[config.mk]
export PLATFORM = sky130hd
export DESIGN_NAME = tar_resolver
export DESIGN_NICKNAME = d
export VERILOG_FILES = /design/src/shared/tar_pkg.sv /design/src/verilog/tar_resolver.sv
export VERILOG_INCLUDE_DIRS = /design/src /design/src/shared
export SDC_FILE = /design/constraint.sdc
export NUM_CORES = 1
export LEC_CHECK = 0
export BUFFER_PORTS_ARGS = -buffer_cell sky130_fd_sc_hd__buf_2
export CORE_MARGIN = 2
export CORE_UTILIZATION = 55
export DETAILED_ROUTE_END_ITERATION = 16
export GPL_TIMING_DRIVEN = 0
export PLACE_DENSITY = 0.8
export SLEW_MARGIN = 20
export SYNTH_ARGS = -nofsm -noshare
export SYNTH_HDL_FRONTEND = slang
export SYNTH_SLANG_ARGS = --single-unit
[constraint.sdc]
create_clock -name clk_sys_i -period 5.3 [get_ports clk_sys_i]
set_input_delay 0.265 -clock clk_sys_i [delete_from_list [all_inputs] [get_ports clk_sys_i]]
set_output_delay 0.265 -clock clk_sys_i [all_outputs]
set_load 0.02 [all_outputs]
[src/shared/tar_regs.svh]
// Purpose: register offsets, field positions and reset values of the attribute resolver
// Assumes: byte addresses on an 8-bit register port, 32-bit data words
// Notes:   override word layout is shared by stream entry and both bypass words
`ifndef TAR_REGS_SVH
`define TAR_REGS_SVH

// register byte offsets
`define TAR_CTRL_OFS        8'h00
`define TAR_GBYP_OFS        8'h04
`define TAR_SGBYP_OFS       8'h08
`define TAR_TBL_LO_OFS      8'h0c
`define TAR_TBL_HI_OFS      8'h10
`define TAR_STAT_OFS        8'h14

// control word bits
`define TAR_CTRL_EN_BIT     0
`define TAR_CTRL_SEN_BIT    1

// override word fields (lsb, width)
`define TAR_OVR_W           15
`define TAR_OVR_EXEC_LSB    0
`define TAR_OVR_ELEV_LSB    2
`define TAR_OVR_WORLD_LSB   4
`define TAR_OVR_MTEN_BIT    6
`define TAR_OVR_MK_LSB      7
`define TAR_OVR_ALLOC_LSB   9
`define TAR_OVR_SH_LSB      13

// attribute table entry fields
`define TAR_ENT_W           8
`define TAR_ENT_MT_LSB      0
`define TAR_ENT_HINT_LSB    2

// status word fields
`define TAR_STAT_MT_LSB     0
`define TAR_STAT_HINT_LSB   2
`define TAR_STAT_SH_LSB     5
`define TAR_STAT_WORLD_BIT  7
`define TAR_STAT_ELEV_BIT   8
`define TAR_STAT_EXEC_BIT   9
`define TAR_STAT_SEEN_BIT   10

// reset values
`define TAR_CTRL_RST        2'h0
`define TAR_OVR_RST         15'h0000
`define TAR_TBL_RST         32'h0000_0000

`endif

[src/shared/tar_pkg.sv]
// Purpose: types of the transaction attribute resolver
// Assumes: none
// Notes:   memory types ordered from weakest caching to strongest
package tar_pkg;
  typedef enum logic [1:0] {TAR_MT_DEV, TAR_MT_NC, TAR_MT_WT, TAR_MT_WB} tar_mtype_e;
  typedef logic [1:0] tar_sh_t;
  localparam tar_sh_t TAR_SH_NSH = 2'h0;
  localparam tar_sh_t TAR_SH_KEEP = 2'h1;
  localparam tar_sh_t TAR_SH_OSH = 2'h2;
  localparam tar_sh_t TAR_SH_ISH = 2'h3;
  typedef enum logic [2:0] {TAR_C_S1, TAR_C_S12, TAR_C_S2, TAR_C_BYP, TAR_C_OFF} tar_case_e;
endpackage

[src/verilog/tar_resolver.sv]
// Purpose: resolve output attributes of each transaction crossing the translation unit
// Assumes: stream entry, descriptor and stage lookups arrive on the same clock with the request
// Notes:   one register stage; hints are {read_allocate, write_allocate, short_lived_hint}
//
// Function
// - execute and elevated access come from stream overrides when enabled, global bypass overrides when not.
// - a secure stream takes its world from the effective stage 1 walk, the stream override, secure bypass, or its input when translated.
// - a non-secure stream always leaves as non-secure whatever its input, overrides or descriptors say.
// - translated memory type is the table entry picked by stage 1, combined with stage 2 when present.
// - stream bypass takes the stream type override, a disabled unit the global bypass type override.
// - stage 1 hints come from the entry for device or non-cacheable input, else combine override and entry.
// - stage 2 hints take only the allocation override, with no stage 2 combine; bypass and disabled use their own override.
// - shareability follows stage 1, stage 2 combine, stream override or global override per case.
// - any device memory type disregards hints and shareability configuration.
// - a set no-snoop flag turns a final cacheable type into non-cacheable outer-shareable.
// - translation completions carry their no-snoop bit as zero, with no per-page control.
// - the attribute handed to completion encoding is taken before the no-snoop downgrade.
// - with ATS attributes a translated access skips translation but gets the page attributes.
// - without ATS attributes a translated access gets the fixed cacheable shareable attribute.
`timescale 1ns/1ps
`include "tar_regs.svh"

module tar_resolver
  import tar_pkg::*;
#(
  parameter int PERM_OVR_CAP  = 1,     // permission_override_capable
  parameter int TYPE_OVR_CAP  = 1,     // type_override_capable
  parameter int NO_SNOOP_CAP  = 1,     // snoop bypass flag honoured
  parameter int ATS_ATTR_CAP  = 1      // ats attribute encoding present
) (
  input  wire logic         clk_sys_i,          // system clock, 25 MHz
  input  wire logic         reset_i,            // async reset, active high
  input  wire logic [7:0]   reg_addr_i,         // register byte address
  input  wire logic [31:0]  reg_wdata_i,        // register write data
  input  wire logic         reg_wr_i,           // write strobe
  input  wire logic         reg_rd_i,           // read strobe
  output logic      [31:0]  reg_rdata_o,        // read data, cycle after strobe
  input  wire logic         txn_valid_i,        // transaction present
  input  wire logic         txn_secure_i,       // secure stream
  input  wire logic         txn_translated_i,   // ats translated access
  input  wire logic         txn_no_snoop_i,     // snoop bypass flag
  input  wire logic         txn_exec_i,         // incoming execute_access
  input  wire logic         txn_elev_i,         // incoming elevated_access
  input  wire logic         txn_world_i,        // incoming world_select_bit
  input  wire logic [1:0]   txn_mt_i,           // incoming memory_type
  input  wire logic [2:0]   txn_hint_i,         // incoming hints
  input  wire logic [1:0]   txn_sh_i,           // incoming coherency_domain
  input  wire logic         ste_bypass_i,       // stream entry selects bypass
  input  wire logic         ste_s1_i,           // stage 1 translates
  input  wire logic         ste_s2_i,           // stage 2 translates
  input  wire logic [14:0]  ste_ovr_i,          // stream override word
  input  wire logic [2:0]   s1_attr_sel_i,      // page_attr_selector
  input  wire logic [1:0]   s1_sh_i,            // stage 1 coherency_domain
  input  wire logic         s1_world_i,         // final descriptor world
  input  wire logic         s1_table_world_i,   // table_world_flag on the walk
  input  wire logic         s1_walk_world_i,    // walk_world_setting
  input  wire logic [1:0]   s2_mt_i,            // stage 2 memory type
  input  wire logic [1:0]   s2_sh_i,            // stage 2 coherency_domain
  input  wire logic [1:0]   ats_mt_i,           // decoded page type of translated access
  input  wire logic [2:0]   ats_hint_i,         // decoded page hints
  input  wire logic [1:0]   ats_sh_i,           // decoded page shareability
  output logic              out_valid_o,        // resolved transaction
  output logic              out_exec_o,         // resolved execute_access
  output logic              out_elev_o,         // resolved elevated_access
  output logic              out_world_o,        // resolved world, 1 = non-secure
  output logic      [1:0]   out_mt_o,           // resolved memory_type
  output logic      [2:0]   out_hint_o,         // resolved hints
  output logic      [1:0]   out_sh_o,           // resolved coherency_domain
  output logic      [1:0]   ats_mt_o,           // attribute for completion encoding
  output logic      [2:0]   ats_hint_o,         // hints for completion encoding
  output logic      [1:0]   ats_sh_o,           // shareability for completion encoding
  output logic              ats_n_bit_o         // completion no-snoop bit
);

  // elaboration check of capability parameters
  if (PERM_OVR_CAP > 1 || TYPE_OVR_CAP > 1 || NO_SNOOP_CAP > 1 || ATS_ATTR_CAP > 1 ||
      PERM_OVR_CAP < 0 || TYPE_OVR_CAP < 0 || NO_SNOOP_CAP < 0 || ATS_ATTR_CAP < 0) begin : g_chk
    $error("capability parameters must be 0 or 1");
  end

  // two-bit force override: 1x forces bit 0, 0x keeps input
  function automatic logic ovr_bit(input logic [1:0] code, input logic in_v);
    ovr_bit = code[1] ? code[0] : in_v;
  endfunction

  // combine two types, the weaker caching wins
  function automatic logic [1:0] mt_comb(input logic [1:0] a, input logic [1:0] b);
    mt_comb = (a < b) ? a : b;
  endfunction

  // combine two shareabilities, the wider domain wins
  function automatic tar_sh_t sh_comb(input tar_sh_t a, input tar_sh_t b);
    if (a == TAR_SH_OSH || b == TAR_SH_OSH) begin
      sh_comb = TAR_SH_OSH;
    end else if (a == TAR_SH_ISH || b == TAR_SH_ISH) begin
      sh_comb = TAR_SH_ISH;
    end else begin
      sh_comb = TAR_SH_NSH;
    end
  endfunction

  // combine hints: allocate needs both, transient from either
  function automatic logic [2:0] hint_comb(input logic [2:0] a, input logic [2:0] b);
    hint_comb = {a[2] & b[2], a[1] & b[1], a[0] | b[0]};
  endfunction

  // register and output state
  logic [1:0]   ctrl_reg, ctrl_next;
  logic [14:0]  gbyp_reg, gbyp_next, sgbyp_reg, sgbyp_next;
  logic [31:0]  tbl_lo_reg, tbl_lo_next, tbl_hi_reg, tbl_hi_next, rdata_reg, rdata_next;
  logic [10:0]  stat_reg, stat_next;
  logic         valid_reg, valid_next, exec_reg, exec_next, elev_reg, elev_next, world_reg, world_next;
  logic [1:0]   mt_reg, mt_next, sh_reg, sh_next, amt_reg, amt_next, ash_reg, ash_next;
  logic [2:0]   hint_reg, hint_next, ahint_reg, ahint_next;

  // resolution intermediates
  tar_case_e    tcase;
  logic [14:0]  ovr;
  logic [63:0]  tbl;
  logic [7:0]   entry;
  logic [1:0]   e_mt, o_mt, r_mt;
  logic [2:0]   e_hint, o_hint, r_hint;
  tar_sh_t      o_sh, r_sh;
  logic         unit_en, o_exec, o_elev, o_world, r_world;

  // pick translation case and the override word in force
  always_comb begin
    unit_en = txn_secure_i ? ctrl_reg[`TAR_CTRL_SEN_BIT] : ctrl_reg[`TAR_CTRL_EN_BIT];
    ovr = unit_en ? ste_ovr_i : (txn_secure_i ? sgbyp_reg : gbyp_reg);
    if (!unit_en) begin
      tcase = TAR_C_OFF;
    end else if (ste_bypass_i) begin
      tcase = TAR_C_BYP;
    end else if (ste_s1_i && ste_s2_i) begin
      tcase = TAR_C_S12;
    end else if (ste_s1_i) begin
      tcase = TAR_C_S1;
    end else begin
      tcase = TAR_C_S2;
    end
    tbl = {tbl_hi_reg, tbl_lo_reg};
    entry = tbl[{s1_attr_sel_i, 3'h0} +: `TAR_ENT_W];
    e_mt = entry[`TAR_ENT_MT_LSB +: 2];
    e_hint = entry[`TAR_ENT_HINT_LSB +: 3];
  end

  // apply the effective overrides to the incoming attributes
  always_comb begin
    o_exec = (PERM_OVR_CAP != 0) ? ovr_bit(ovr[`TAR_OVR_EXEC_LSB +: 2], txn_exec_i) : txn_exec_i;
    o_elev = (PERM_OVR_CAP != 0) ? ovr_bit(ovr[`TAR_OVR_ELEV_LSB +: 2], txn_elev_i) : txn_elev_i;
    o_world = (PERM_OVR_CAP != 0) ? ovr_bit(ovr[`TAR_OVR_WORLD_LSB +: 2], txn_world_i) : txn_world_i;
    o_mt = txn_mt_i;
    o_hint = txn_hint_i;
    o_sh = txn_sh_i;
    if (TYPE_OVR_CAP != 0) begin
      o_mt = ovr[`TAR_OVR_MTEN_BIT] ? ovr[`TAR_OVR_MK_LSB +: 2] : txn_mt_i;
      o_hint = ovr[`TAR_OVR_ALLOC_LSB + 3] ? ovr[`TAR_OVR_ALLOC_LSB +: 3] : txn_hint_i;
      o_sh = (ovr[`TAR_OVR_SH_LSB +: 2] != TAR_SH_KEEP) ? ovr[`TAR_OVR_SH_LSB +: 2] : txn_sh_i;
    end
  end

  // resolve type, hints, shareability and world per case
  always_comb begin
    r_mt = o_mt;
    r_hint = o_hint;
    r_sh = o_sh;
    r_world = o_world;
    case (tcase)
      TAR_C_S1, TAR_C_S12: begin
        r_mt = e_mt;
        if (o_mt == TAR_MT_DEV || o_mt == TAR_MT_NC) begin
          r_hint = e_hint;
        end else begin
          r_hint = hint_comb(o_hint, e_hint);
        end
        r_sh = s1_sh_i;
        r_world = s1_world_i | s1_table_world_i | s1_walk_world_i;
        if (tcase == TAR_C_S12) begin
          r_mt = mt_comb(e_mt, s2_mt_i);
          r_sh = sh_comb(s1_sh_i, s2_sh_i);
        end
      end
      TAR_C_S2: begin
        r_mt = mt_comb(o_mt, s2_mt_i);
        r_hint = o_hint;
        r_sh = sh_comb(o_sh, s2_sh_i);
      end
      TAR_C_BYP, TAR_C_OFF: begin
        r_mt = o_mt;
        r_hint = o_hint;
        r_sh = o_sh;
      end
      default: r_mt = o_mt;
    endcase
    if (txn_translated_i) begin
      if (ATS_ATTR_CAP != 0) begin
        r_mt = ats_mt_i;
        r_hint = ats_hint_i;
        r_sh = ats_sh_i;
      end else begin
        r_mt = TAR_MT_WB;
        r_hint = 3'h6;
        r_sh = TAR_SH_ISH;
      end
      r_world = txn_world_i;
    end
    if (r_mt == TAR_MT_DEV) begin
      r_hint = 3'h0;
      r_sh = TAR_SH_OSH;
    end
    r_world = txn_secure_i ? r_world : 1'b1;
  end

  // output stage next values
  always_comb begin
    valid_next = txn_valid_i;
    exec_next = exec_reg;
    elev_next = elev_reg;
    world_next = world_reg;
    mt_next = mt_reg;
    hint_next = hint_reg;
    sh_next = sh_reg;
    amt_next = amt_reg;
    ahint_next = ahint_reg;
    ash_next = ash_reg;
    if (txn_valid_i) begin
      exec_next = o_exec;
      elev_next = o_elev;
      world_next = r_world;
      amt_next = r_mt;
      ahint_next = r_hint;
      ash_next = r_sh;
      mt_next = r_mt;
      hint_next = r_hint;
      sh_next = r_sh;
      if (NO_SNOOP_CAP != 0 && txn_no_snoop_i && (r_mt == TAR_MT_WT || r_mt == TAR_MT_WB)) begin
        mt_next = TAR_MT_NC;
        hint_next = 3'h0;
        sh_next = TAR_SH_OSH;
      end
    end
  end

  // register file next values and read mux
  always_comb begin
    ctrl_next = ctrl_reg;
    gbyp_next = gbyp_reg;
    sgbyp_next = sgbyp_reg;
    tbl_lo_next = tbl_lo_reg;
    tbl_hi_next = tbl_hi_reg;
    rdata_next = 32'h0000_0000;
    stat_next = stat_reg;
    stat_next = valid_reg ? {1'b1, exec_reg, elev_reg, world_reg, sh_reg, hint_reg, mt_reg} : stat_reg;
    if (reg_wr_i) begin
      case (reg_addr_i)
        `TAR_CTRL_OFS:   ctrl_next = reg_wdata_i[1:0];
        `TAR_GBYP_OFS:   gbyp_next = reg_wdata_i[`TAR_OVR_W-1:0];
        `TAR_SGBYP_OFS:  sgbyp_next = reg_wdata_i[`TAR_OVR_W-1:0];
        `TAR_TBL_LO_OFS: tbl_lo_next = reg_wdata_i;
        `TAR_TBL_HI_OFS: tbl_hi_next = reg_wdata_i;
        default:         ctrl_next = ctrl_reg;
      endcase
    end
    if (reg_rd_i) begin
      case (reg_addr_i)
        `TAR_CTRL_OFS:   rdata_next = {30'h0, ctrl_reg};
        `TAR_GBYP_OFS:   rdata_next = {17'h0, gbyp_reg};
        `TAR_SGBYP_OFS:  rdata_next = {17'h0, sgbyp_reg};
        `TAR_TBL_LO_OFS: rdata_next = tbl_lo_reg;
        `TAR_TBL_HI_OFS: rdata_next = tbl_hi_reg;
        `TAR_STAT_OFS:   rdata_next = {21'h0, stat_reg};
        default:         rdata_next = 32'h0000_0000;
      endcase
    end
  end

  // state registers
  always_ff @(posedge clk_sys_i or posedge reset_i) begin
    if (reset_i) begin
      ctrl_reg <= `TAR_CTRL_RST;
      gbyp_reg <= `TAR_OVR_RST;
      sgbyp_reg <= `TAR_OVR_RST;
      tbl_lo_reg <= `TAR_TBL_RST;
      tbl_hi_reg <= `TAR_TBL_RST;
      rdata_reg <= 32'h0000_0000;
      stat_reg <= 11'h000;
      valid_reg <= 1'b0;
      exec_reg <= 1'b0;
      elev_reg <= 1'b0;
      world_reg <= 1'b1;
      mt_reg <= 2'h0;
      hint_reg <= 3'h0;
      sh_reg <= 2'h0;
      amt_reg <= 2'h0;
      ahint_reg <= 3'h0;
      ash_reg <= 2'h0;
    end else begin
      ctrl_reg <= ctrl_next;
      gbyp_reg <= gbyp_next;
      sgbyp_reg <= sgbyp_next;
      tbl_lo_reg <= tbl_lo_next;
      tbl_hi_reg <= tbl_hi_next;
      rdata_reg <= rdata_next;
      stat_reg <= stat_next;
      valid_reg <= valid_next;
      exec_reg <= exec_next;
      elev_reg <= elev_next;
      world_reg <= world_next;
      mt_reg <= mt_next;
      hint_reg <= hint_next;
      sh_reg <= sh_next;
      amt_reg <= amt_next;
      ahint_reg <= ahint_next;
      ash_reg <= ash_next;
    end
  end

  // port drive
  assign reg_rdata_o = rdata_reg;
  assign out_valid_o = valid_reg;
  assign out_exec_o = exec_reg;
  assign out_elev_o = elev_reg;
  assign out_world_o = world_reg;
  assign out_mt_o = mt_reg;
  assign out_hint_o = hint_reg;
  assign out_sh_o = sh_reg;
  assign ats_mt_o = amt_reg;
  assign ats_hint_o = ahint_reg;
  assign ats_sh_o = ash_reg;
  assign ats_n_bit_o = 1'b0;

endmodule
# Word level (Yosys, flattened, before mapping)
# Index checks and enable logic that the tools add are counted.
[totals]
latchBits = 0
reg_bits = 157
in_bits = 95
mem_count = 0
wordCells = 98
ramBits = 0
romBits = 0
[classes]
bitwise_logic = 5
n_reduce_logical = 18
n_lt_le_gt_ge = 2
eq_ne = 17
add_sub_neg = 0
shift = 1
muxes = 38
div = 0
mul = 0
[op_table]
columns = ["operator", "count"]
rows = [
  ["$pmux W32 S6", 1],
  ["$shiftx A64 B7 Y5", 1],
  ["$mux W2", 18],
  ["$mux W32", 1],
  ["$mux W15", 2],
  ["$mux W3", 7],
  ["$eq A2 B2 Y1 const B", 8],
  ["$eq A8 B4 Y1 const B", 2],
  ["$eq A8 B5 Y1 const B", 2],
  ["$reduce_and A2 Y1", 5],
  ["$eq A8 B3 Y1 const B", 1],
  ["$logic_not A8 Y1", 1],
  ["$pmux W2 S2", 2],
  ["$mux W1", 7],
  ["$logic_or A1 B1 Y1", 6],
  ["$logic_not A2 Y1", 2],
  ["$lt A2 B2 Y1", 2],
  ["$eq A3 B1 Y1 const B", 1],
  ["$eq A3 B2 Y1 const B", 1],
  ["$logic_not A3 Y1", 1],
  ["$or A1 B1 Y1", 3],
  ["$and A1 B1 Y1", 2],
  ["$eq A2 B1 Y1 const B", 1],
  ["$logic_and A1 B1 Y1", 2],
  ["2 further kinds", 2],
]

# Depth between registers and ports, before layout
# Gate-level depths: netlist of run 1.
[logic_depth]
ltp_word = 12
mapped_depth = 11

# Least setup slack after synthesis of run 1
# OpenSTA, ideal clock, no wires.
[synth_timing]
path_kind = "input to register"
from = "input port s1_attr_sel_i[2]"
to = "register sh_reg[1] (netlist: out_sh_o[1])"
stages = 11
t_arrival_ns = 2.524
path_slack_ns = 2.650
setup_time_ns = 0.126
n_path_buf = 1
path_cell_list = "clkbuf_1 > mux4_2 > mux2_2 > ha_1 > nor2_1 > nor3_1 > nor2_1 > nand4_1 > a41oi_2 > a21boi_4 > o32a_1"
[synth_between]
elab_chain_cells = 10
word_cells_on_any_way = 13
cone_classes = "order compare: 1; eq/ne: 2; shift: 1; mux: 6; reduce/logical: 3"
[synth_rtl]
columns = ["item", "line", "source"]
rows = [
  ["from (decl)", "tar_resolver.sv:52", "input wire logic [2:0] s1_attr_sel_i,"],
  ["$shiftx A64 B7 Y5 *", "tar_resolver.sv:142", "entry = tbl[{s1_attr_sel_i, 3'h0} +: `TAR_ENT_W];"],
  ["$lt A2 B2 Y1", "tar_resolver.sv:88", "mt_comb = (a < b) ? a : b;"],
  ["$mux W2", "tar_resolver.sv:88", ""],
  ["$mux W2 *", "tar_resolver.sv:178", "if (tcase == TAR_C_S12) begin"],
  ["$pmux W2 S2 *", "tar_resolver.sv:168", "case (tcase)"],
  ["$mux W2 *", "tar_resolver.sv:195", "if (txn_translated_i) begin"],
  ["$eq A2 B2 Y1", "tar_resolver.sv:236", "if (NO_SNOOP_CAP != 0 && txn_no_snoop_i && (r_mt == TAR_MT_WT || r_mt == TAR_MT_WB)) begin"],
  ["$logic_or A1 B1 Y1", "tar_resolver.sv:236", ""],
  ["$logic_and A1 B1 Y1", "tar_resolver.sv:236", ""],
  ["$mux W2 *", "tar_resolver.sv:236", ""],
  ["to (signal assigned)", "tar_resolver.sv:311", "sh_reg <= sh_next;"],
  ["to (decl)", "tar_resolver.sv:113", "logic [1:0] mt_reg, mt_next, sh_reg, sh_next, amt_reg, amt_next, ash_reg, ash_next;"],
]
# Every way passes the cells marked *; elsewhere a longest branch is shown, timed or not.
# A chain may end at the register's enable or synchronous reset.

# Worst setup path in the final report of run 1
[layout_timing]
from = "register tbl_hi_reg[9]"
to = "register sh_reg[1] (netlist: out_sh_o[1])"
[layout_between]
elab_chain_cells = 10
word_cells_on_any_way = 13
cone_classes = "order compare: 1; eq/ne: 2; shift: 1; mux: 6; reduce/logical: 3"
[layout_rtl]
columns = ["item", "line", "source"]
rows = [
  ["from (decl)", "tar_resolver.sv:110", "logic [31:0] tbl_lo_reg, tbl_lo_next, tbl_hi_reg, tbl_hi_next, rdata_reg, rdata_next;"],
  ["from (signal assigned)", "tar_resolver.sv:284", "tbl_hi_reg <= `TAR_TBL_RST;"],
  ["from (signal assigned)", "tar_resolver.sv:302", "tbl_hi_reg <= tbl_hi_next;"],
  ["$shiftx A64 B7 Y5 *", "tar_resolver.sv:142", ""],
  ["$lt A2 B2 Y1", "tar_resolver.sv:88", ""],
  ["$mux W2", "tar_resolver.sv:88", ""],
  ["$mux W2 *", "tar_resolver.sv:178", ""],
  ["$pmux W2 S2 *", "tar_resolver.sv:168", ""],
  ["$mux W2 *", "tar_resolver.sv:195", ""],
  ["$eq A2 B2 Y1", "tar_resolver.sv:236", ""],
  ["$logic_or A1 B1 Y1", "tar_resolver.sv:236", ""],
  ["$logic_and A1 B1 Y1", "tar_resolver.sv:236", ""],
  ["$mux W2 *", "tar_resolver.sv:236", ""],
]
# Marked as above.

==> results of run 1 <==
## routing by layer
layer / global-route usage / vias to the layer above
met1: 0.391 / 2857
met2: 0.479 / 269
met5: 0 / -
li1: - / 2497
met4: 0.101 / 0
met3: 0.0727 / 31
## layout by cell type (no fill, tap or decap), drive strengths merged, types with 4 or more instances in the layout
master / synthesis / final
o32ai: 4 / 4
a21oi: 20 / 20
inv: 19 / 20
mux2: 115 / 115
o21ai: 14 / 14
mux2i: 34 / 34
buf: 19 / 160
clkbuf: 18 / 41
o22ai: 6 / 6
a31oi: 12 / 12
dfrtp: 156 / 156
nand2b: 4 / 4
clkinv: 0 / 4
a22oi: 47 / 47
mux4: 8 / 8
nor3: 4 / 4
ha: 4 / 4
nor2b: 4 / 4
nor2: 43 / 43
nand2: 24 / 24
## cells by family (layout without fill, tap and decap cells)
logic type,Yosys count,count (layout),synth area share
AOI/OAI and AO/OA,125,125,0.119
and+or+nand+nor,90,90,0.0576
DFF,157,157,0.532
other,1,1,0.000508
buffers and inverters,56,231,0.0327
muxes,157,157,0.251
adders and majority gates,4,4,0.00677
## worst reg2reg max path, stage by stage, from the launching register on
cell	delay [ns]
sky130_fd_sc_hd__dfrtp_1	0.42
sky130_fd_sc_hd__mux4_2	0.52
sky130_fd_sc_hd__mux2_2	0.35
sky130_fd_sc_hd__ha_1	0.30
sky130_fd_sc_hd__nor2_1	0.10
sky130_fd_sc_hd__nor3_1	0.06
sky130_fd_sc_hd__nor2_1	0.32
sky130_fd_sc_hd__nand4_1	0.31
sky130_fd_sc_hd__a41oi_2	0.42
sky130_fd_sc_hd__a21boi_4	0.16
sky130_fd_sc_hd__o32a_1	0.36
## power by group
part	internal, uW	leakage, uW	switching [uW]
combinational	128	0.00195	157
clock	695	0.000276	476
sequential	1260	0.00211	50.6
## metrics by stage
step | setup TNS [ns] | instances | utilization
detailed placement | 0 | 907 | 0.633
floorplan | 0 | 590 | -
global placement | -94.62 | 906 | 0.630
CTS | 0 | 941 | 0.678
finish | 0 | 941 | 0.678
global route | 0 | 941 | 0.678
## how the worst max path moves through the flow
stage / from / to / slack (ns) / depth (start not counted)
after floorplan: reset_i / ats_hint_o[0]$_DFFE_PP0P_ / 0.80 / 1
after global placement: reset_i / ctrl_reg[0]$_DFFE_PP0P_ / -0.62 / 2
after detailed placement: s1_attr_sel_i[2] / out_sh_o[1]$_DFFE_PP0P_ / 1.88 / 11
after CTS: tbl_hi_reg[9]$_DFFE_PP0P_ / out_sh_o[1]$_DFFE_PP0P_ / 2.05 / 10
after global routing: tbl_hi_reg[9]$_DFFE_PP0P_ / out_sh_o[1]$_DFFE_PP0P_ / 1.87 / 10
final: tbl_hi_reg[9]$_DFFE_PP0P_ / out_sh_o[1]$_DFFE_PP0P_ / 1.87 / 10
## layout make-up
cell class | instances | area (um2)
fill | 946 | 4250
timing repair buffer | 143 | 748
clock buffer | 23 | 488
multi-input combinational | 377 | 3220
inverter | 19 | 78.8
clock inverter | 9 | 85.1
buffer | 37 | 170
sequential | 157 | 3930
tap | 176 | 220
==> results by stage, run 1 <==
Critical path:
- The number of cells on the worst reg-to-reg path is 10.
- The slowest cell on the critical path is sky130_fd_sc_hd__mux4_2.
- The category of the worst setup path launch point is a flip-flop.
- The worst register-to-register path ends at out_sh_o[1]$_DFFE_PP0P_.
- The sum of buffers and inverters on the critical path is 0.
- For the worst setup path, the data arrival time is 3.74 ns.
- For this run, the slowest stage of the critical path takes 0.52 ns.
- STA classifies the critical path endpoint as a flip-flop.
- Walking the worst path, the cells encountered are mux4_2 -> mux2_2 -> ha_1 -> nor2_1 -> nor3_1 -> nor2_1 -> nand4_1 -> a41oi_2 -> a21boi_4 -> o32a_1.
- By instance count, the cell type seen most on the critical path is sky130_fd_sc_hd__nor2_1.
- The critical path in this run is classified as flip-flop to flip-flop.
- The cell family contributing the most delay on the critical path is compound AO/OA/AOI/OAI gates.
- For the worst setup path, the data required time is 5.61 ns.
- The origin of the critical flop-to-flop path is tbl_hi_reg[9]$_DFFE_PP0P_.
- The setup check on the worst reg-to-reg path leaves a slack of 1.87 ns.
- In this run the worst path has a maximum fanout of 10.

Cells and area:
- The net count reported at finish is 851.
- Summing all non-filler instances in the final layout gives an area of 8940 um2.
- The layout-stage area growth over the synthesis result is 21.0%.
- The fraction of layout cells with a size suffix above 1 is 0.418.
- The number of diodes is 0.

Synthesis:
- The fraction of synthesis flops using an asynchronous set or reset pin is 1.00.
- The post-synth design cell area is 7390 um2.
- The library cell occupying the most area in the post-synthesis netlist is sky130_fd_sc_hd__dfrtp_1.
- After synthesis, the cell types taking the most area are sky130_fd_sc_hd__dfrtp_1 (53%), sky130_fd_sc_hd__mux2_2 (16%), sky130_fd_sc_hd__a22oi_1 (4.8%), sky130_fd_sc_hd__mux2i_1 (4.6%), sky130_fd_sc_hd__mux4_2 (2.4%).
- The most numerous cell in the Yosys netlist is sky130_fd_sc_hd__dfrtp_1.
- The prevailing post-synth register cell is sky130_fd_sc_hd__dfrtp_1.
- The synthesized flop and latch total is 157.
- Each instance of the synthesized netlist takes up on average 12.5 um2.
- Counting every net in the synthesized netlist gives 689.
- The yosys synthesis warning count is 0.
- The count of different cell masters after synthesis is 54.
- The share of the synthesized area in the top cell type is 0.528.
- In the synthesized netlist, the cells that appear most often are sky130_fd_sc_hd__dfrtp_1 (156), sky130_fd_sc_hd__mux2_2 (102), sky130_fd_sc_hd__a22oi_1 (47).
- Counting flops with a built-in enable in the synthesized netlist gives 0.
- The share of the Yosys chip area taken by registers is 0.532.
- The number of cells produced by synthesis is 590.

Power and ir drop:
- Summed over all cells, the static leakage comes to 0.00434 uW.
- After layout, the design draws a total of 2770 uW.
- Dividing total power by cell area gives a power density of 310 nW/um2.
- The worst-case IR drop observed on VDD is 221 uV.

Timing:
- The number of hold violations in the final report is 0.
- For the pin with the worst max-slew slack, the measured transition is 0.790 ns.
- The total count of max-transition violations in the final report is 0.
- The post-route fraction of the period consumed by the critical path is 0.647.
- The worst setup margin is 1.87 ns.
- On the final layout, the worst clock skew is 0.00780 ns.
- The final critical path time including I/O delays and setup is 3.43 ns.
- The minimum hold slack is 0.0448 ns.
- Setup repair after global routing left no endpoint under its margin.
- The worst slew margin relative to its limit is 0.473.
- The top achievable clock speed is 292 MHz.
- Setup violations remaining at the end of the flow were counted as 0.

CTS:
- Once the clock tree was built, the setup fixing pass inserted 0 buffers.
- The post-cts resize count is 0.
- TritonCTS built the clock tree.
- The clock insertion delay at the later pin of the skew report is 0.43 ns.
- The clock tree buffer depth is 2.
- The maximum level of the CTS H-tree is 4.
- The total CTS buffers is 17.
- The hold buffer count at CTS is 2.
- The register clock-pin slew on the reported worst setup and hold paths is 0.06 ns.
- The cell at the root of the clock tree is sky130_fd_sc_hd__clkbuf_16.
- The number of clock sinks is 157.

GRT:
- The via count of the first global-routing pass was 5820.
- The first global-routing pass estimated 31.8 mm of wire.
- The initial antenna violation count came to 0.
- Global routing finished with a remaining overflow of 0.
- The aggregate global-route resource usage is 0.295.
- The pin count of the biggest net entering global routing is 89.

Min path:
- The path with the worst hold slack has its endpoint at out_mt_o[1]$_DFFE_PP0P_.
- The min-delay analysis places its worst path in the category primary input to flip-flop.
- The start point of the worst hold path is txn_no_snoop_i.
- Counting instances, the worst hold path has a depth of 2.

Floorplanning:
- The cell row count is 42.
- In this run the horizontal extent of the chip is 120 um.
- The total I/O pin count is 146.
- The overall die area is 14400 um2.
- The total core area is 13200 um2.
- The starting utilization of the core area is 0.560.
- In this run the vertical extent of the chip is 120 um.

Route:
- The routed design uses 1.56 mm of met3 wire.
- Once detail routing completed, the nets flagged for antenna violations numbered 0.
- The top layer reached by signal wires is met4.
- Summing over every cut layer, the via total after detailed routing is 5654.
- The remaining routing DRC violations is 0.
- The via density per instance is 6.01.
- The final layout contains routed wiring with a total length of 20.4 mm.
- The first TritonRoute pass finished after 5 iterations.
- In the final routing, the length of wire on met1 measures 8.42 mm.
- The DRC violation total after the first TritonRoute iteration is 522.
- Dividing the detail-routed wire length by the instance count gives 21.6 um.
- The detailed route wirelength on metal2 is 9.96 mm.

Outcome:
- The run finished with clean final reports.

Place:
- Once detailed placement completed, the half-perimeter wirelength came to 14.6 mm.
- Prior to clock tree synthesis, the placed netlist has a worst setup slack of 1.88 ns.
- The final weighted congestion in routability-driven placement is 0.907.
- Once placement finished, the instance area stood at 8340 um2.
- The number of buffer cells added on primary ports is 140.

Flow run:
- Across the run, the number of max-cap violations was 0.
Power figures use the tool's default switching activity.
==> run 2: changes to the inputs <==
Settings changed: CORE_UTILIZATION 55 to 50, PLACE_DENSITY 0.8 to 0.76.
Clock period 5.3 ns to 3.05 ns, I/O delays scaled along.
==> results by stage, run 2 (same netlist as run 1, synthesis figures left out) <==
Min path:
- The start point of the worst hold path is reg_wdata_i[6].
- The number of cells on the worst hold path is 2 (unchanged).
- The destination of the worst hold path is sgbyp_reg[6]$_DFFE_PP0P_.
- The path class of the tightest hold or removal check is primary input to flip-flop.

Cells and area:
- The library cell used most frequently in the layout, excluding fill and tap cells, is sky130_fd_sc_hd__dfrtp_1.
- The number of diodes is 0 (unchanged).
- The net count reported at finish is 885 (+4.0%).
- The library cells used most frequently in the layout, excluding fill and tap cells, are sky130_fd_sc_hd__dfrtp_1 (156), sky130_fd_sc_hd__buf_2 (151), sky130_fd_sc_hd__mux2_2 (101), sky130_fd_sc_hd__a22oi_1 (47), sky130_fd_sc_hd__nor2_1 (40).
- The area growth from synthesis to layout is 28.0%.
- The fraction of layout cells with a size suffix above 1 was 0.427 (+0.00848).
- The fraction of the core area covered by cells at the end of the flow is 0.653 (-0.0243).
- The number of inserted filler cells in the final layout came to 1095 (+16%).
- The non-filler instance count after layout is 983 (+4.5%).

Power and ir drop:
- The leakage dissipation is 0.00454 uW (+4.7%).
- The sequential share of power is 0.443 (-0.031).
- The cell internal power dissipation is 3900 uW (+87%).
- The power density over the cells was 544 nW/um2 (+76%).
- The clock group share of total power was 0.449 (+0.026).
- The switching power of the nets was 1250 uW (+83%).
- The total power is 5150 uW (+86%).
- The maximum VDD drop is 385 uV (+74%).
- The combinational share of power is 0.108 (+0.005).
- The switching share of power is 0.242 (-0.00438).

Floorplanning:
- The total I/O pin count is 146 (unchanged).
- The die outline width was 126 um (+4.7%).
- The cell row count was 44 (+4.8%).
- The starting utilization of the core area is 0.510 (-0.0499).
- The total core area is 14500 um2 (+9.8%).
- The overall die area came to 15800 um2 (+9.7%).
- The chip height was 126 um (+4.7%).

Critical path:
- The signal on the critical path passes through mux4_2 -> mux2_4 -> ha_4 -> nor2_4 -> nor3_2 -> nor2_2 -> nand4_1 -> a41oi_4 -> a21boi_4 -> o32a_1.
- The terminus of the critical flop-to-flop path is out_sh_o[1]$_DFFE_PP0P_.
- The slack of the worst reg-to-reg path is -0.05 ns (-1.92 ns).
- The nature of the critical path endpoint is a flip-flop.
- The sum of buffers and inverters on the critical path is 0 (unchanged).
- The depth of the most critical reg-to-reg path is 10 (unchanged).
- The maximum single-stage delay on the critical path is 0.51 ns (about the same).
- The slowest cell on the critical path is sky130_fd_sc_hd__mux4_2.
- The origin of the critical flop-to-flop path is tbl_hi_reg[25]$_DFFE_PP0P_.
- The arrival time at the worst endpoint is 3.42 ns (-0.32 ns).
- The largest fanout on the critical path is 5 (-5).
- STA classifies the critical path startpoint as a flip-flop.
- The class of the most critical setup path is flip-flop to flip-flop.
- The kind of cell with the highest combined delay along the critical path is compound AO/OA/AOI/OAI gates.
- The data required time at the worst endpoint is 3.37 ns (-2.24 ns).

Route:
- The via density per instance is 5.85 (-2.6%).
- The vias after detailed routing is 5754 (+1.8%).
- The count of nets left with antenna violations after detail routing is 0 (unchanged).
- The number of detailed-route iterations in the first pass is 7 (+2).
- The remaining routing DRC violations was 0 (unchanged).
- The mean routed wirelength per cell came to 21.8 um (+0.63%).
- The DRC violation total after the first TritonRoute iteration is 465 (-11%).
- The total wire length came to 21.4 mm (+5.1%).

Timing:
- Setup repair after global routing could not meet its margin everywhere.
- The worst slew margin relative to its limit was 0.470 (-0.00266).
- The worst setup margin came to -0.0509 ns (-1.92 ns).
- The transition time of the tightest slew-check pin is 0.794 ns (+0.00400 ns).
- The number of hold violations in the final report came to 0 (unchanged).
- The top achievable clock speed came to 322 MHz (+11%).
- The post-route fraction of the period consumed by the critical path is 1.02 (+0.370).
- The minimum hold slack is 0.00867 ns (-0.0361 ns).
- The setup-violating endpoint count in the final report came to 2 (+2).
- The final critical path time including I/O delays and setup is 3.10 ns (-0.327 ns).
- The final clock skew is 0.00914 ns (+0.00134 ns).
- The total count of max-transition violations in the final report is 0 (unchanged).

GRT:
- The aggregate global-route resource usage is 0.276 (-0.0191).
- The pin count of the biggest net entering global routing is 37 (-58%).
- The first-pass GRT wire length came to 33.1 mm (+4.0%).
- The total global routing overflow is 0 (unchanged).
- The via count of the first global-routing pass came to 5927 (+1.8%).
- The initial antenna violation count is 0 (unchanged).

CTS:
- CTS placed an instance of sky130_fd_sc_hd__clkbuf_16 at the clock tree root.
- The maximum level of the CTS H-tree was 4 (unchanged).
- The total CTS buffers is 17 (unchanged).
- The clock insertion delay at the later pin of the skew report is 0.43 ns (about the same).
- The clock tree buffer depth came to 2 (unchanged).
- The number of clock sinks was 157 (unchanged).
- The register clock-pin slew on the reported worst setup and hold paths came to 0.07 ns (about the same).
- The clock tree from TritonCTS is done.

Place:
- The cell total after placement is 918 (+1.2%).
- The final weighted congestion in routability-driven placement is 0.876 (-3.4%).
- The HPWL after detailed placement is 15.3 mm (+4.6%).
- The number of buffer cells added on primary ports was 140 (unchanged).

Flow run:
- The max-cap violation count is 0 (unchanged).

Outcome:
- The flow ran to the end, but the final reports show violations.
- The final reports fail on negative setup slack.
## run 2: timing repair
item / CTS / global route
hold endpoints to repair: 73 / 0
buffers inserted: 3 / 3
gates resized for setup: 6 / 11
hold buffers: 26 / 0
endpoints found under the setup margin: 6 / 12
cloned: 1 / 0
pin swaps: 6 / 7
## run 2: stage by stage
stage          area [um2]  worst slack (ns)  TNS, ns
6_report             9460           -0.0509  -0.0545
5_1_grt              9460           -0.0986   -0.227
4_1_cts              9390           0.00505        0
3_5_place_dp         8400            -0.264    -1.08
3_3_place_gp         8320            -0.244   -0.893
2_1_floorplan        7390             0.478        0
## run 2: layout make-up
| cell class | instances | area (um2) | area share |
|---|---|---|---|
| clock buffers | 20 | 467 | 0.0493 |
| well taps | 184 | 230 | 0.0243 |
| multi-input cells | 378 | 3310 | 0.350 |
| plain buffers | 37 | 175 | 0.0185 |
| flip-flops and latches | 157 | 3930 | 0.415 |
| inverters | 19 | 75.1 | 0.00794 |
| repair buffers | 176 | 1090 | 0.115 |
| clock inverters | 12 | 183 | 0.0193 |
## run 2: worst reg2reg max path: cells and delay by family, from the launching register on
| family | cells | cell delay [ns] |
|---|---|---|
| compound gates | 3 | 0.91 |
| mux | 2 | 0.83 |
| simple gates | 4 | 0.60 |
| flops | 1 | 0.42 |
| fa+ha+maj | 1 | 0.24 |
## run 2: layer usage
| layer | vias to the layer above | global-route usage | wire, um | share of wire |
|---|---|---|---|---|
| li1 | 2574 | - | - | - |
| met1 | 2850 | 0.361 | 8820 | 0.41 |
| met2 | 292 | 0.452 | 10400 | 0.49 |
| met3 | 38 | 0.0655 | 1710 | 0.080 |
| met4 | 0 | 0.101 | 496 | 0.023 |
| met5 | - | 0 | 0 | 0 |
## run 2: power by group through the flow
stage / logic [uW] / clock network [uW] / registers, uW
final: 556 / 2310 / 2280
after global routing: 602 / 2420 / 2290
after floorplan: 274 / 0 / 2310
after CTS: 542 / 2320 / 2280
after detailed placement: 499 / 0 / 2310
after global placement: 468 / 0 / 2310
## run 2: worst max path at each step
| stage | startpoint | endpoint | slack, ns | depth (start not counted) |
|---|---|---|---|---|
| after floorplan | tbl_hi_reg[25]$_DFFE_PP0P_ | out_sh_o[1]$_DFFE_PP0P_ | 0.48 | 10 |
| after global placement | s1_attr_sel_i[2] | out_sh_o[1]$_DFFE_PP0P_ | -0.24 | 11 |
| after detailed placement | s1_attr_sel_i[2] | out_sh_o[1]$_DFFE_PP0P_ | -0.26 | 11 |
| after CTS | tbl_hi_reg[25]$_DFFE_PP0P_ | out_sh_o[1]$_DFFE_PP0P_ | 0.005 | 10 |
| after global routing | tbl_hi_reg[25]$_DFFE_PP0P_ | out_sh_o[1]$_DFFE_PP0P_ | -0.1 | 10 |
| final | tbl_hi_reg[25]$_DFFE_PP0P_ | out_sh_o[1]$_DFFE_PP0P_ | -0.05 | 10 |
